## src/lewdt_pkg.sv

```systemverilog
// Package for the low-energy watchdog: register map, control field layout,
// reset values, sync timing and the enumerations shared by its two modules.
// Assumes a single core clock and oscillator ticks sampled on that clock.
`default_nettype none
package lewdt_pkg;
  // Register byte offsets, one aligned 32-bit word each
  localparam logic [11:0] LEWDT_OFF_CTRL = 12'h000;
  localparam logic [11:0] LEWDT_OFF_CMD = 12'h004;
  localparam logic [11:0] LEWDT_OFF_SYNC = 12'h008;
  localparam logic [11:0] LEWDT_OFF_COUNT = 12'h00c;
  localparam int LEWDT_ADDR_W = 12;

  // Control word width and field positions
  localparam int LEWDT_CTRL_W = 12;
  localparam int LEWDT_PER_W = 4;
  localparam int LEWDT_CNT_W = 19;
  localparam int LEWDT_CMD_CLEAR_BIT = 0;
  localparam int LEWDT_SYNC_CTRL_BIT = 0;
  localparam int LEWDT_SYNC_CMD_BIT = 1;
  localparam logic [11:0] LEWDT_CTRL_RESET = 12'h000;

  // Timeout is 2^(base + period_select) + 1 ticks
  localparam int LEWDT_PER_BASE = 3;
  localparam logic [LEWDT_CNT_W-1:0] LEWDT_PER_EXTRA = 19'h00001;

  // Ticks of the watchdog clock needed to move a write across
  localparam logic [1:0] LEWDT_SYNC_TICKS = 2'h2;

  // AXI response codes
  localparam logic [1:0] LEWDT_RESP_OKAY = 2'h0;
  localparam logic [1:0] LEWDT_RESP_SLVERR = 2'h2;

  typedef enum logic [1:0] {
    LEWDT_SRC_LFRC = 2'b00,
    LEWDT_SRC_LOW_FREQ_CRYSTAL = 2'b01,
    LEWDT_SRC_ULRC = 2'b10,
    LEWDT_SRC_NONE = 2'b11
  } lewdt_src_e;

  typedef enum logic [2:0] {
    LEWDT_PS_ACTIVE = 3'b000,
    LEWDT_PS_SLEEP = 3'b001,
    LEWDT_PS_DEEP = 3'b010,
    LEWDT_PS_STOP = 3'b011,
    LEWDT_PS_SHUTOFF = 3'b100
  } lewdt_pstate_e;

  // Control word, bit 0 is the enable
  typedef struct packed {
    lewdt_src_e clock_source_select;
    logic [LEWDT_PER_W-1:0] period_select;
    logic osc_disable_guard;
    logic shutoff_entry_block;
    logic run_in_stop;
    logic run_in_deep_sleep;
    logic run_when_halted;
    logic enable;
  } lewdt_ctrl_s;
endpackage
`default_nettype wire

```

## src/lewdt_counter.sv

```systemverilog
// Watchdog count core: counts selected-clock ticks up to the timeout.
// Assumes the parent gates run with the freeze conditions and the tick.
`timescale 1ns/10ps
`default_nettype none
module lewdt_counter
  import lewdt_pkg::*;
(
  input wire logic core_clk,
  input wire logic reset_n,
  input wire logic wipe,
  input wire logic clear,
  input wire logic run,
  input wire logic [LEWDT_PER_W-1:0] period_select,
  output logic [LEWDT_CNT_W-1:0] count,
  output logic expire
);
  logic [LEWDT_CNT_W-1:0] limit;
  logic at_limit;

  // Timeout length in ticks for the current period
  assign limit = (LEWDT_PER_EXTRA << (LEWDT_PER_BASE + int'(period_select))) + LEWDT_PER_EXTRA;
  assign at_limit = (count == limit - LEWDT_PER_EXTRA);

  // Freezing simply withholds run, so the held value is kept
  always_ff @(posedge core_clk or negedge reset_n) begin
    if (!reset_n) begin
      count <= '0;
      expire <= 1'b0;
    end else begin
      expire <= run && at_limit && !wipe && !clear;
      if (wipe || clear) begin
        count <= '0;
      end else if (run) begin
        count <= at_limit ? '0 : count + LEWDT_PER_EXTRA;
      end
    end
  end
endmodule
`default_nettype wire

```

## src/lewdt_top.sv

```systemverilog
// Low-energy watchdog top: AXI4-Lite registers, write synchronisation into
// the watchdog tick domain, freeze control and power-state blocking.
// Assumes osc_tick pulses are one core cycle wide and synchronous to core_clk.
//
// Decided for this implementation: the placing of the registers and the AXI4-Lite interface to the registers.
`timescale 1ns/10ps
`default_nettype none
module lewdt_top
  import lewdt_pkg::*;
(
  input wire logic core_clk,
  input wire logic reset_n,
  input wire logic [LEWDT_ADDR_W-1:0] s_axi_awaddr,
  input wire logic s_axi_awvalid,
  output logic s_axi_awready,
  input wire logic [31:0] s_axi_wdata,
  input wire logic [3:0] s_axi_wstrb,
  input wire logic s_axi_wvalid,
  output logic s_axi_wready,
  output logic [1:0] s_axi_bresp,
  output logic s_axi_bvalid,
  input wire logic s_axi_bready,
  input wire logic [LEWDT_ADDR_W-1:0] s_axi_araddr,
  input wire logic s_axi_arvalid,
  output logic s_axi_arready,
  output logic [31:0] s_axi_rdata,
  output logic [1:0] s_axi_rresp,
  output logic s_axi_rvalid,
  input wire logic s_axi_rready,
  input wire logic [2:0] osc_tick,
  input wire logic debug_halted,
  input wire logic [2:0] power_state,
  output logic [2:0] osc_hold_on,
  output logic block_stop_entry,
  output logic block_shutoff_entry,
  output logic reset_request
);
  // Tick of the oscillator named by a source select code
  function automatic logic pick_tick(input logic [2:0] ticks, input lewdt_src_e sel);
    logic t;
    t = 1'b0;
    case (sel)
      LEWDT_SRC_LFRC: t = ticks[0];
      LEWDT_SRC_LOW_FREQ_CRYSTAL: t = ticks[1];
      LEWDT_SRC_ULRC: t = ticks[2];
      default: t = 1'b0;
    endcase
    return t;
  endfunction

  // Byte-lane merge of a write into a stored word
  function automatic logic [31:0] lane_merge(input logic [31:0] old, input logic [31:0] wd,
                                             input logic [3:0] strb);
    logic [31:0] m;
    m = old;
    for (int i = 0; i < 4; i++) begin
      if (strb[i]) begin
        m[i*8 +: 8] = wd[i*8 +: 8];
      end
    end
    return m;
  endfunction

  lewdt_ctrl_s ctrl_shadow;
  lewdt_ctrl_s ctrl_live;
  logic ctrl_pending;
  logic cmd_pending;
  logic [1:0] ctrl_sync_cnt;
  logic [1:0] cmd_sync_cnt;
  logic aw_full;
  logic w_full;
  logic [LEWDT_ADDR_W-1:0] aw_addr;
  logic [31:0] w_data;
  logic [3:0] w_strb;
  logic [LEWDT_CNT_W-1:0] count;
  logic expire;

  // Write channel: address and data may arrive in either order
  wire aw_take = s_axi_awvalid && s_axi_awready;
  wire w_take = s_axi_wvalid && s_axi_wready;
  wire aw_have = aw_full || aw_take;
  wire w_have = w_full || w_take;
  wire do_write = aw_full && w_full && !s_axi_bvalid;
  wire b_done = s_axi_bvalid && s_axi_bready;
  wire next_bvalid = do_write || (s_axi_bvalid && !s_axi_bready);
  wire next_aw_full = aw_have && !do_write;
  wire next_w_full = w_have && !do_write;

  // Address decode for writes
  wire wr_ctrl = do_write && (aw_addr == LEWDT_OFF_CTRL);
  wire wr_cmd = do_write && (aw_addr == LEWDT_OFF_CMD);
  wire wr_known = (aw_addr == LEWDT_OFF_CTRL) || (aw_addr == LEWDT_OFF_CMD) ||
                  (aw_addr == LEWDT_OFF_SYNC) || (aw_addr == LEWDT_OFF_COUNT);
  wire [31:0] ctrl_merged = lane_merge({20'h00000, ctrl_shadow}, w_data, w_strb);
  wire lewdt_ctrl_s ctrl_new = lewdt_ctrl_s'(ctrl_merged[LEWDT_CTRL_W-1:0]);
  wire wr_clear = wr_cmd && w_strb[0] && w_data[LEWDT_CMD_CLEAR_BIT];
  wire wr_disable = wr_ctrl && !ctrl_new.enable;

  // Read channel decode
  wire ar_take = s_axi_arvalid && s_axi_arready;
  wire next_rvalid = ar_take || (s_axi_rvalid && !s_axi_rready);
  wire [31:0] sync_word = {30'h0, cmd_pending, ctrl_pending};
  wire [31:0] count_word = {13'h0, count};
  wire rd_ctrl = (s_axi_araddr == LEWDT_OFF_CTRL);
  wire rd_cmd = (s_axi_araddr == LEWDT_OFF_CMD);
  wire rd_sync = (s_axi_araddr == LEWDT_OFF_SYNC);
  wire rd_count = (s_axi_araddr == LEWDT_OFF_COUNT);
  wire [31:0] rd_word = rd_ctrl ? {20'h00000, ctrl_shadow} :
                        rd_sync ? sync_word :
                        rd_count ? count_word : 32'h00000000;
  wire [1:0] rd_resp = (rd_ctrl || rd_cmd || rd_sync || rd_count) ?
                       LEWDT_RESP_OKAY : LEWDT_RESP_SLVERR;

  // Ticks: a pending control write crosses on the newly chosen clock
  wire live_tick = pick_tick(osc_tick, ctrl_live.clock_source_select);
  wire shadow_tick = pick_tick(osc_tick, ctrl_shadow.clock_source_select);
  wire ctrl_done = ctrl_pending && shadow_tick && (ctrl_sync_cnt == LEWDT_SYNC_TICKS - 2'h1);
  wire cmd_done = cmd_pending && live_tick && (cmd_sync_cnt == LEWDT_SYNC_TICKS - 2'h1);
  wire clr_fire = cmd_done && ctrl_live.enable && !wr_disable;

  // Freeze conditions; active and sleep are not distinguished
  wire ps_deep = (power_state == LEWDT_PS_DEEP);
  wire ps_stop = (power_state == LEWDT_PS_STOP);
  wire ps_off = (power_state == LEWDT_PS_SHUTOFF);
  wire halt_frz = debug_halted && !ctrl_live.run_when_halted;
  wire deep_frz = ps_deep && !ctrl_live.run_in_deep_sleep;
  wire stop_frz = ps_stop && !ctrl_live.run_in_stop;
  wire run_ok = ctrl_live.enable && !ps_off && !halt_frz && !deep_frz && !stop_frz;
  wire cnt_run = run_ok && live_tick;
  wire cnt_wipe = !ctrl_live.enable || wr_disable;

  // Blocking outputs derived from the applied control word
  wire src_lf = (ctrl_live.clock_source_select == LEWDT_SRC_LFRC) ||
                (ctrl_live.clock_source_select == LEWDT_SRC_LOW_FREQ_CRYSTAL);
  wire src_ul = (ctrl_live.clock_source_select == LEWDT_SRC_ULRC);
  wire guard_on = ctrl_live.enable && ctrl_live.osc_disable_guard;
  wire next_block_stop = guard_on && src_lf;
  wire next_block_off = ctrl_live.enable && (ctrl_live.shutoff_entry_block || (guard_on && src_ul));
  wire [2:0] next_hold = guard_on ? (3'h1 << ctrl_live.clock_source_select) & 3'h7 : 3'h0;

  lewdt_counter u_counter (
    .core_clk(core_clk),
    .reset_n(reset_n),
    .wipe(cnt_wipe),
    .clear(clr_fire),
    .run(cnt_run),
    .period_select(ctrl_live.period_select),
    .count(count),
    .expire(expire)
  );

  // AXI write channel handshake state
  always_ff @(posedge core_clk or negedge reset_n) begin
    if (!reset_n) begin
      aw_full <= 1'b0;
      w_full <= 1'b0;
      aw_addr <= '0;
      w_data <= '0;
      w_strb <= '0;
      s_axi_awready <= 1'b0;
      s_axi_wready <= 1'b0;
      s_axi_bvalid <= 1'b0;
      s_axi_bresp <= LEWDT_RESP_OKAY;
    end else begin
      aw_full <= next_aw_full;
      w_full <= next_w_full;
      if (aw_take) begin
        aw_addr <= s_axi_awaddr;
      end
      if (w_take) begin
        w_data <= s_axi_wdata;
        w_strb <= s_axi_wstrb;
      end
      s_axi_awready <= !next_aw_full && !next_bvalid;
      s_axi_wready <= !next_w_full && !next_bvalid;
      s_axi_bvalid <= next_bvalid;
      if (do_write) begin
        s_axi_bresp <= wr_known ? LEWDT_RESP_OKAY : LEWDT_RESP_SLVERR;
      end
    end
  end

  // AXI read channel, data registered one cycle after the address
  always_ff @(posedge core_clk or negedge reset_n) begin
    if (!reset_n) begin
      s_axi_arready <= 1'b0;
      s_axi_rvalid <= 1'b0;
      s_axi_rdata <= '0;
      s_axi_rresp <= LEWDT_RESP_OKAY;
    end else begin
      s_axi_arready <= !next_rvalid;
      s_axi_rvalid <= next_rvalid;
      if (ar_take) begin
        s_axi_rdata <= rd_word;
        s_axi_rresp <= rd_resp;
      end
    end
  end

  // Control write crossing; disabling acts at once and drops pending work
  always_ff @(posedge core_clk or negedge reset_n) begin
    if (!reset_n) begin
      ctrl_shadow <= lewdt_ctrl_s'(LEWDT_CTRL_RESET);
      ctrl_live <= lewdt_ctrl_s'(LEWDT_CTRL_RESET);
      ctrl_pending <= 1'b0;
      ctrl_sync_cnt <= '0;
    end else if (wr_disable) begin
      ctrl_shadow <= ctrl_new;
      ctrl_live <= ctrl_new;
      ctrl_pending <= 1'b0;
      ctrl_sync_cnt <= '0;
    end else if (wr_ctrl) begin
      ctrl_shadow <= ctrl_new;
      ctrl_pending <= 1'b1;
      ctrl_sync_cnt <= '0;
    end else if (ctrl_done) begin
      ctrl_live <= ctrl_shadow;
      ctrl_pending <= 1'b0;
      ctrl_sync_cnt <= '0;
    end else if (ctrl_pending && shadow_tick) begin
      ctrl_sync_cnt <= ctrl_sync_cnt + 2'h1;
    end
  end

  // Clear command crossing; a new clear write wins over completion
  always_ff @(posedge core_clk or negedge reset_n) begin
    if (!reset_n) begin
      cmd_pending <= 1'b0;
      cmd_sync_cnt <= '0;
    end else if (wr_disable || !ctrl_live.enable) begin
      cmd_pending <= 1'b0;
      cmd_sync_cnt <= '0;
    end else if (wr_clear) begin
      cmd_pending <= 1'b1;
      cmd_sync_cnt <= '0;
    end else if (cmd_done) begin
      cmd_pending <= 1'b0;
      cmd_sync_cnt <= '0;
    end else if (cmd_pending && live_tick) begin
      cmd_sync_cnt <= cmd_sync_cnt + 2'h1;
    end
  end

  // Power and reset outputs; the reset request holds until system reset
  always_ff @(posedge core_clk or negedge reset_n) begin
    if (!reset_n) begin
      osc_hold_on <= 3'h0;
      block_stop_entry <= 1'b0;
      block_shutoff_entry <= 1'b0;
      reset_request <= 1'b0;
    end else begin
      osc_hold_on <= next_hold;
      block_stop_entry <= next_block_stop;
      block_shutoff_entry <= next_block_off;
      if (expire) begin
        reset_request <= 1'b1;
      end
    end
  end

  // A timeout raises the reset request on the next edge
  AST_TIMEOUT_RESET: assert property (@(posedge core_clk) disable iff (!reset_n)
    expire |=> reset_request)
    else $error("Timeout did not raise reset request");

  // A timeout happens only from the last count of the period
  AST_PERIOD_LENGTH: assert property (@(posedge core_clk) disable iff (!reset_n)
    expire |-> $past(count) == ((LEWDT_PER_EXTRA << (LEWDT_PER_BASE +
      int'($past(ctrl_live.period_select)))) ))
    else $error("Timeout not at two to the power of period plus one ticks");

  // A synchronised clear leaves the count at zero
  // A clear written in the completing cycle starts a fresh crossing
  AST_CLEAR_ZERO: assert property (@(posedge core_clk) disable iff (!reset_n)
    clr_fire |=> (count == '0) && (!cmd_pending || $past(wr_clear)))
    else $error("Clear command did not zero the count");

  // Disabling aborts pending syncs and resets the count
  AST_DISABLE_ABORT: assert property (@(posedge core_clk) disable iff (!reset_n)
    wr_disable |=> !ctrl_pending && !cmd_pending && (count == '0) && !ctrl_live.enable)
    else $error("Disable did not reset the watchdog");

  // An enabling control write is still pending, and not yet applied, on the next cycle
  AST_SYNC_PENDING: assert property (@(posedge core_clk) disable iff (!reset_n)
    (wr_ctrl && !wr_disable) |=> ctrl_pending && (ctrl_live == $past(ctrl_live)))
    else $error("Control write applied without synchronisation");

  // Count is held in shutoff
  AST_SHUTOFF_HOLD: assert property (@(posedge core_clk) disable iff (!reset_n)
    (ps_off && !clr_fire && !cnt_wipe) |=> $stable(count))
    else $error("Counter moved in shutoff");

  // Debug halt without run permission freezes the count
  AST_HALT_HOLD: assert property (@(posedge core_clk) disable iff (!reset_n)
    (halt_frz && !clr_fire && !cnt_wipe) |=> $stable(count))
    else $error("Counter moved during debug halt");

  // Deep sleep or stop without run permission freezes the count
  AST_LOWPOWER_HOLD: assert property (@(posedge core_clk) disable iff (!reset_n)
    ((deep_frz || stop_frz) && !clr_fire && !cnt_wipe) |=> $stable(count))
    else $error("Counter moved in a frozen low-power state");

  // Resumed counting steps on from the held value
  // Below the period's last count every run tick adds exactly one
  AST_RESUME_STEP: assert property (@(posedge core_clk) disable iff (!reset_n)
    (cnt_run && !clr_fire && !cnt_wipe &&
      (count != (LEWDT_PER_EXTRA << (LEWDT_PER_BASE + int'(ctrl_live.period_select))))) |=>
      (count == $past(count) + LEWDT_PER_EXTRA))
    else $error("Counter did not continue from held value");

  // Guard with a low-frequency source blocks stop entry
  AST_STOP_BLOCK: assert property (@(posedge core_clk) disable iff (!reset_n)
    (guard_on && src_lf) |=> block_stop_entry)
    else $error("Stop entry not blocked");

  // Shutoff block bit or guard on ultra-low RC blocks shutoff entry
  AST_SHUTOFF_BLOCK: assert property (@(posedge core_clk) disable iff (!reset_n)
    (ctrl_live.enable && (ctrl_live.shutoff_entry_block || (guard_on && src_ul)))
      |=> block_shutoff_entry)
    else $error("Shutoff entry not blocked");

  // Guard holds exactly the selected oscillator on
  AST_OSC_HOLD: assert property (@(posedge core_clk) disable iff (!reset_n)
    (guard_on && (src_lf || src_ul)) |=>
      $onehot(osc_hold_on) && osc_hold_on[$past(ctrl_live.clock_source_select)])
    else $error("Selected oscillator not held on");

  // Without the guard no oscillator is held on
  AST_OSC_RELEASE: assert property (@(posedge core_clk) disable iff (!reset_n)
    !guard_on |=> (osc_hold_on == 3'h0))
    else $error("Oscillator held on without the guard");
endmodule
`default_nettype wire

```

## config.mk

```make
export PLATFORM = sky130hd
export DESIGN_NAME = lewdt_top
export DESIGN_NICKNAME = d
export VERILOG_FILES = /design/src/lewdt_pkg.sv /design/src/lewdt_counter.sv /design/src/lewdt_top.sv
export SDC_FILE = /design/constraint.sdc
export NUM_CORES = 1
export LEC_CHECK = 0
export BUFFER_PORTS_ARGS = -buffer_cell sky130_fd_sc_hd__clkbuf_2
export CAP_MARGIN = 20
export CORE_ASPECT_RATIO = 1.4
export CORE_UTILIZATION = 55
export CTS_CLUSTER_DIAMETER = 60
export CTS_CLUSTER_SIZE = 12
export DETAILED_ROUTE_END_ITERATION = 12
export PLACE_DENSITY = 0.87
export SYNTH_ARGS = -nofsm -noshare
export SYNTH_HDL_FRONTEND = slang
export SYNTH_SLANG_ARGS = --single-unit
```

## constraint.sdc

```tcl
create_clock -name core_clk -period 4.9 [get_ports core_clk]
set_clock_uncertainty 0.15 [all_clocks]
set_input_delay 0.245 -clock core_clk [delete_from_list [all_inputs] [get_ports core_clk]]
set_output_delay 0.245 -clock core_clk [all_outputs]
set_load 0.02 [all_outputs]
```

==> flow_summary.yaml, run 1 <==
run_status:
  status: "finished, final reports clean"
worst_setup_path:
  path_cells: "mux2i_1, o21ai_0, nand4b_1, nand3_1, nor2_1, a22oi_1, o21ai_0"
  critPathKind: "reg2reg"
  critPathArrivalTime_ns: 2.99
  critPathMaxFanout: 12
  end_kind: "register"
  crit_slowest_cell: "nor2_1"
  crit_top_cell: "o21ai_0"
  crit_required_ns: 5.03
  critPathMaxStageDelay_ns: 0.81
  start_kind: "register"
final_layout:
  fin_area_sq_mm: 0.00634
  regArea_sq_mm: 0.00275
  multi_input_area_sq_mm: 0.00233
  area_growth_pct: 18.4
  layout_commonest_cell: "dfrtp_1"
  antenna_cells: 0
  nNetsFinal: 685
  drive_above_1_share: 0.239
  stdcell_count: 725
  mostFrequentLayoutCells: "dfrtp_1, clkbuf_2, nand2_1, nor2_1, mux2_2"
  fillers: 683
sta:
  worst_pin_slew_ns: 0.895
  period_needed_ns: 2.86
  rsz0062_at_grt: "false"
  relSlewSlack: 0.401
  setup-tns-final_ns: 0
  drv_slew: 0
  worst_slack_ns: 2.04
  fin_crit_sh: 0.584
  setup_viol: 0
  finalHoldViolCount: 0
  max_freq_mhz: 349
clock_tree:
  clock-sinks: 110
  htree_levels: 3
  clk_pin_slew_ns: 0.08
  clk_latency_ns: 0.37
  cts_tree: "yes"
  clockBufferDepth: 2
  cts-buffers-inserted: 9
  cts_resized: 0
  root_buffer: "clkbuf_16"
synth:
  yosys_warnings: 0
  synth_seq_cells: 110
  synth_ff_type: "dfrtp_1"
  synthArstFlopShare: 1.00
  syn_area_per_cell_sq_um: 10.5
  synth.distinct_cells: 62
  syn_inst: 511
  synth_edf_count: 0
  synth_area_sq_mm: 0.00535
  synth-seq-area-share: 0.514
power:
  power_density_mw_per_mm2: 463
  p_leak_uw: 0.00300
  irDropWorstVdd_mv: 0.363
placed_design:
  dp_cells: 679
  dp_worst_setup_slack_ns: 2.15
  dp_hpwl_um: 8920
  detailed_place.area_sq_mm: 0.00574
  gp_congestion: 0.898
  port_buffers: 83
global_routing:
  grt_max_degree: 70
  grt_pass1_vias: 4553
  grt_pass1_wl_um: 22200
  grt-ovfl-total: 0
  antenna_found_initial: 0
  track_usage: 0.287
detailed_routing:
  wl_um: 13400
  drtIter0Drc: 372
  viasPerCell: 6.09
  wl_per_cell_um: 18.5
  ant_nets: 0
  vias: 4413
  dr.pass1.iters: 6
  drc: 0
die:
  die_h_um: 119
  io_pins: 121
  core_area_sq_mm: 0.00946
  fp-row-count: 42
  chipWidth_um: 85.4
  start_util: 0.566
  dieArea_sq_mm: 0.0101
run:
  max-cap-violations: 0
worst_hold_path:
  hp-class: "in2reg"
-- flip-flops by register name, summed over array words and instances, names as in the netlist, 2 cells and up --
register	flops
cmd_sync_cnt	2
aw_addr	12
s_axi_rdata	19
ctrl_sync_cnt	2
ctrl_live	12
u_counter.count	19
ctrl_shadow	12
w_strb	2
w_data	12
osc_hold_on	3
-- critical path: cells and delay by family, from the launching register on --
kind            cells  cell delay [ns]
compound gates      3             0.54
simple gates        3             1.35
mux                 1             0.26
flops               1             0.47
-- cells in the mapped netlist (all sizes together), types with 8 or more instances --
| master | count | area [sq um] |
|---|---|---|
| dfrtp | 110 | 2750 |
| a22o | 8 | 70.1 |
| nand3 | 22 | 110 |
| nand2 | 42 | 160 |
| buf | 24 | 166 |
| a21oi | 18 | 90.1 |
| inv | 25 | 93.8 |
| nor2 | 43 | 166 |
| mux2i | 17 | 170 |
| a222oi | 10 | 100 |
| nor3 | 15 | 80.1 |
| clkbuf | 16 | 60.1 |
| o21ai | 27 | 135 |
| mux2 | 38 | 428 |
-- cells by family (layout without fill, tap and decap cells) --
logic type | after synthesis | after routing | share of synthesized area
other cells | 1 | 15 | 0.000700
mux | 55 | 55 | 0.112
compound gates | 95 | 95 | 0.121
flops | 110 | 110 | 0.514
xor+xnor | 8 | 8 | 0.0131
buf+inv | 65 | 155 | 0.0598
simple gates | 176 | 176 | 0.178
fa+ha+maj | 1 | 1 | 0.00234
-- final cells by class --
cell class	instances	area share
Sequential cell	110	0.434
Inverter	25	0.0148
Multi-Input combinational cell	350	0.368
Tap cell	110	0.0217
Clock inverter	6	0.00908
Timing Repair Buffer	114	0.114
Clock buffer	10	0.0377
-- path summary, 6_finish.rpt --
kind / startpoint / cells after the start / to / slack (ns)
min in group asynchronous: reset_n / 2 / cmd_sync_cnt[0] / 0.25
worst max register to register: ctrl_live[11] / 7 / u_counter.count[8] / 2.04
worst min register to register: u_counter.expire / 1 / reset_request / 0.29
max in group asynchronous: reset_n / 3 / s_axi_rdata[7] / 3.10
worst min-delay path: s_axi_araddr[11] / 4 / s_axi_rdata[0] / 0.02
worst max-delay path: ctrl_live[11] / 7 / u_counter.count[8] / 2.04
-- metal layers --
layer,vias to the layer above,wire [um],global-route usage
li1,2004,-,-
met1,2192,4880,0.322
met2,170,7230,0.519
met3,47,726,0.0482
met4,0,543,0.140
met5,-,0,0
-- what timing repair did --
action,CTS,global route
setup endpoints to repair,0,0
endpoints found under the hold margin,71,0
hold buffers,30,0
buffers inserted,0,0
-- power by group --
part,total [uW],switching (uW),internal (uW)
Sequential,1370,242,1120
Clock,739,366,373
Combinational,832,466,365
Total,2940,1070,1860
-- metrics by stage --
stage	power, uW	hold slack, ns	utilization
2_1_floorplan	1930	-0.201	-
3_3_place_gp	2100	0.103	0.607
3_5_place_dp	2160	0.111	0.607
4_1_cts	2910	0.0247	0.670
5_1_grt	3080	0.0574	0.670
6_report	2940	0.0211	0.670
Power figures use the tool's default switching activity.
==> run 2: changes to the inputs <==
Settings changed: ABC_AREA set to 1, CORE_UTILIZATION 55 to 50, PLACE_DENSITY 0.87 to 0.83.
Clock period 4.9 ns to 2.6 ns, I/O delays scaled along.
==> run 2 against run 1 <==
  * Hold slack improved by 0.022 ns
  * The flow now finishes with violations (design-rule violations)
  * First-iteration DRC count up 3.5%
  * Final cell count up 45%
  * Sequential power grew 61%
  * Area after synthesis grew 7.3%
==> flow_summary.yaml, run 2 <==
placed_design:
  dp_hpwl_um: 10800
  gp_congestion: 0.940
  dp_cells: 1000
  dp_worst_setup_slack_ns: 0.358
  port_buffers: 83
synth:
  syn_area_per_cell_sq_um: 7.38
  synthArstFlopShare: 1.00
  yosys_warnings: 0
  yosys-top-cells-area: "dfrtp_1, nand2_1, o21ai_0"
  syn_inst: 779
  synth_edf_count: 0
  synth_seq_cells: 110
  synth_area_sq_mm: 0.00575
  synth.distinct_cells: 29
  synth.most_common_cell: "nand2_1"
  synth_largest_area_cell: "dfrtp_1"
  synth-seq-area-share: 0.479
  synth_top_cell_area_share: 0.479
  synth_ff_type: "dfrtp_1"
  synth_common_cells: "nand2_1, dfrtp_1, nor2_1"
sta:
  fin_crit_sh: 0.875
  setup_viol: 0
  finalHoldViolCount: 0
  period_needed_ns: 2.28
  drv_slew: 0
  worst_pin_slew_ns: 1.12
  rsz0062_at_grt: "false"
  relSlewSlack: 0.252
  setup-tns-final_ns: 0
  holdWs_ns: 0.0436
  max_freq_mhz: 439
  worst_slack_ns: 0.325
detailed_routing:
  viasPerCell: 5.32
  routed.top_layer: "met4"
  met3WireLength_um: 675
  route.met2.wl_um: 7980
  wl_um: 15000
  dr.pass1.iters: 12
  wl_per_cell_um: 14.3
  drc: 1
  vias: 5576
  met1Wirelength_um: 5710
  ant_nets: 0
  drtIter0Drc: 385
power:
  irDropWorstVdd_mv: 0.509
  p_leak_uw: 0.00358
  power_density_mw_per_mm2: 652
  finalPower_uw: 4520
clock_tree:
  cts-buffers-inserted: 9
  root_buffer: "clkbuf_16"
  cts_setup_buffers: 0
  htree_levels: 3
  clock-sinks: 110
  clk_latency_ns: 0.36
  clockBufferDepth: 2
  clk_pin_slew_ns: 0.07
  cts_tree: "yes"
final_layout:
  drive_above_1_share: 0.138
  area_growth_pct: 20.6
  stdcell_count: 1049
  layout_commonest_cell: "nand2_1"
  antenna_cells: 0
  nNetsFinal: 975
  largestRegisters: "s_axi_rdata (19), u_counter.count (19)"
  mostFrequentLayoutCells: "nand2_1, dfrtp_1, clkbuf_2, nor2_1, inv_1"
die:
  core_area_sq_mm: 0.0113
  dieArea_sq_mm: 0.0119
  chipWidth_um: 92.6
  die_h_um: 129
  start_util: 0.509
  fp-row-count: 46
  io_pins: 121
worst_setup_path:
  critPathKind: "reg2reg"
  critPathMaxFanout: 15
  crit_top_cell: "nand3_1"
  start_kind: "register"
  path_buf_inv: 1
  crit_slowest_cell: "nor2_1"
  path_cells: "inv_1, nand3_1, nand3_1, nand3_1, nand3_2, nor2_1, nand3_1, nand2_1"
  end_kind: "register"
  path_delay_family: "simple AND/OR/NAND/NOR gates"
  critPathArrivalTime_ns: 2.42
  crit_required_ns: 2.74
  critPathMaxStageDelay_ns: 0.85
global_routing:
  grt_pass1_vias: 5418
  antenna_found_initial: 0
  grt-ovfl-total: 0
  grt_pass1_wl_um: 24800
  track_usage: 0.269
  grt_max_degree: 50
run_status:
  status: "finished with violations"
  violations: "design-rule violations"
worst_hold_path:
  hp-class: "in2reg"
run:
  max-cap-violations: 0
[run 2: cell count changes after synthesis, moves of 9 or more]
cell      previous run  this run
nand4_1              4        13
o21ai_0             25        60
inv_1               25        77
nor2_1              41        79
a222oi_1            10         0
nand3_1             22        50
o211ai_1             0        13
nand2_1             41       271
mux2_2              37         0
mux2i_1             17         2
[run 2: cells by family (layout without fill, tap and decap cells)]
logic type / count (synthesis) / count (layout) / share of synthesized area
xor gates and xnor gates: 13 / 13 / 0.0198
AOI/OAI and AO/OA: 91 / 91 / 0.0869
DFF: 110 / 110 / 0.479
muxes: 2 / 2 / 0.00348
and+or+nand+nor: 445 / 445 / 0.318
adders and majority gates: 1 / 1 / 0.00218
other: 1 / 15 / 0.000653
buffers and inverters: 116 / 228 / 0.0897
[run 2: final timing paths]
check	from	endpoint	slack [ns]	cells after the start
worst max-delay path	ctrl_live[11]	u_counter.count[18]	0.32	8
worst min-delay path	s_axi_araddr[8]	s_axi_rresp[1]	0.04	5
worst max register to register	ctrl_live[11]	u_counter.count[18]	0.32	8
worst min register to register	u_counter.expire	reset_request	0.28	1
max in group asynchronous	reset_n	s_axi_bresp[1]	1.33	3
min in group asynchronous	reset_n	u_counter.count[16]	0.19	2
[run 2: metrics by stage]
stage	cell area (sq um)	utilization
after global routing	6930	0.614
final	6930	0.614
after floorplan	5800	-
after CTS	6930	0.614
after detailed placement	6310	0.560
after global placement	6310	0.560
[run 2: worst register-to-register path, stage by stage (launching register included)]
cell and delay (ns):
dfrtp_1 0.41, inv_1 0.10, nand3_1 0.09, nand3_1 0.12
nand3_1 0.11, nand3_2 0.08, nor2_1 0.85, nand3_1 0.20
nand2_1 0.12
[run 2: layout make-up]
class                      instances  area, sq um
clock buffer                      12          256
inverter                          80          300
fill                            1000         4350
timing repair buffer             132          881
sequential                       110         2750
multi-input combinational        567         2530
tap                              144          180
clock inverter                     4         28.8
[run 2: what timing repair did]
item / 4_1_cts / 5_1_grt
resized for setup: 0 / 0
hold buffers: 33 / 0
endpoints found under the hold margin: 79 / 0
[run 2: power by group]
group	total [uW]	internal, uW	switching (uW)
Clock	1340	705	631
Combinational	982	362	620
Sequential	2200	2010	189
Total	4520	3080	1440
[run 2: routing by layer]
| metal | GRT usage | vias to the layer above |
|---|---|---|
| met1 | 0.297 | 2622 |
| met3 | 0.0349 | 50 |
| li1 | - | 2695 |
| met2 | 0.491 | 209 |
| met4 | 0.156 | 0 |
| met5 | 0 | - |
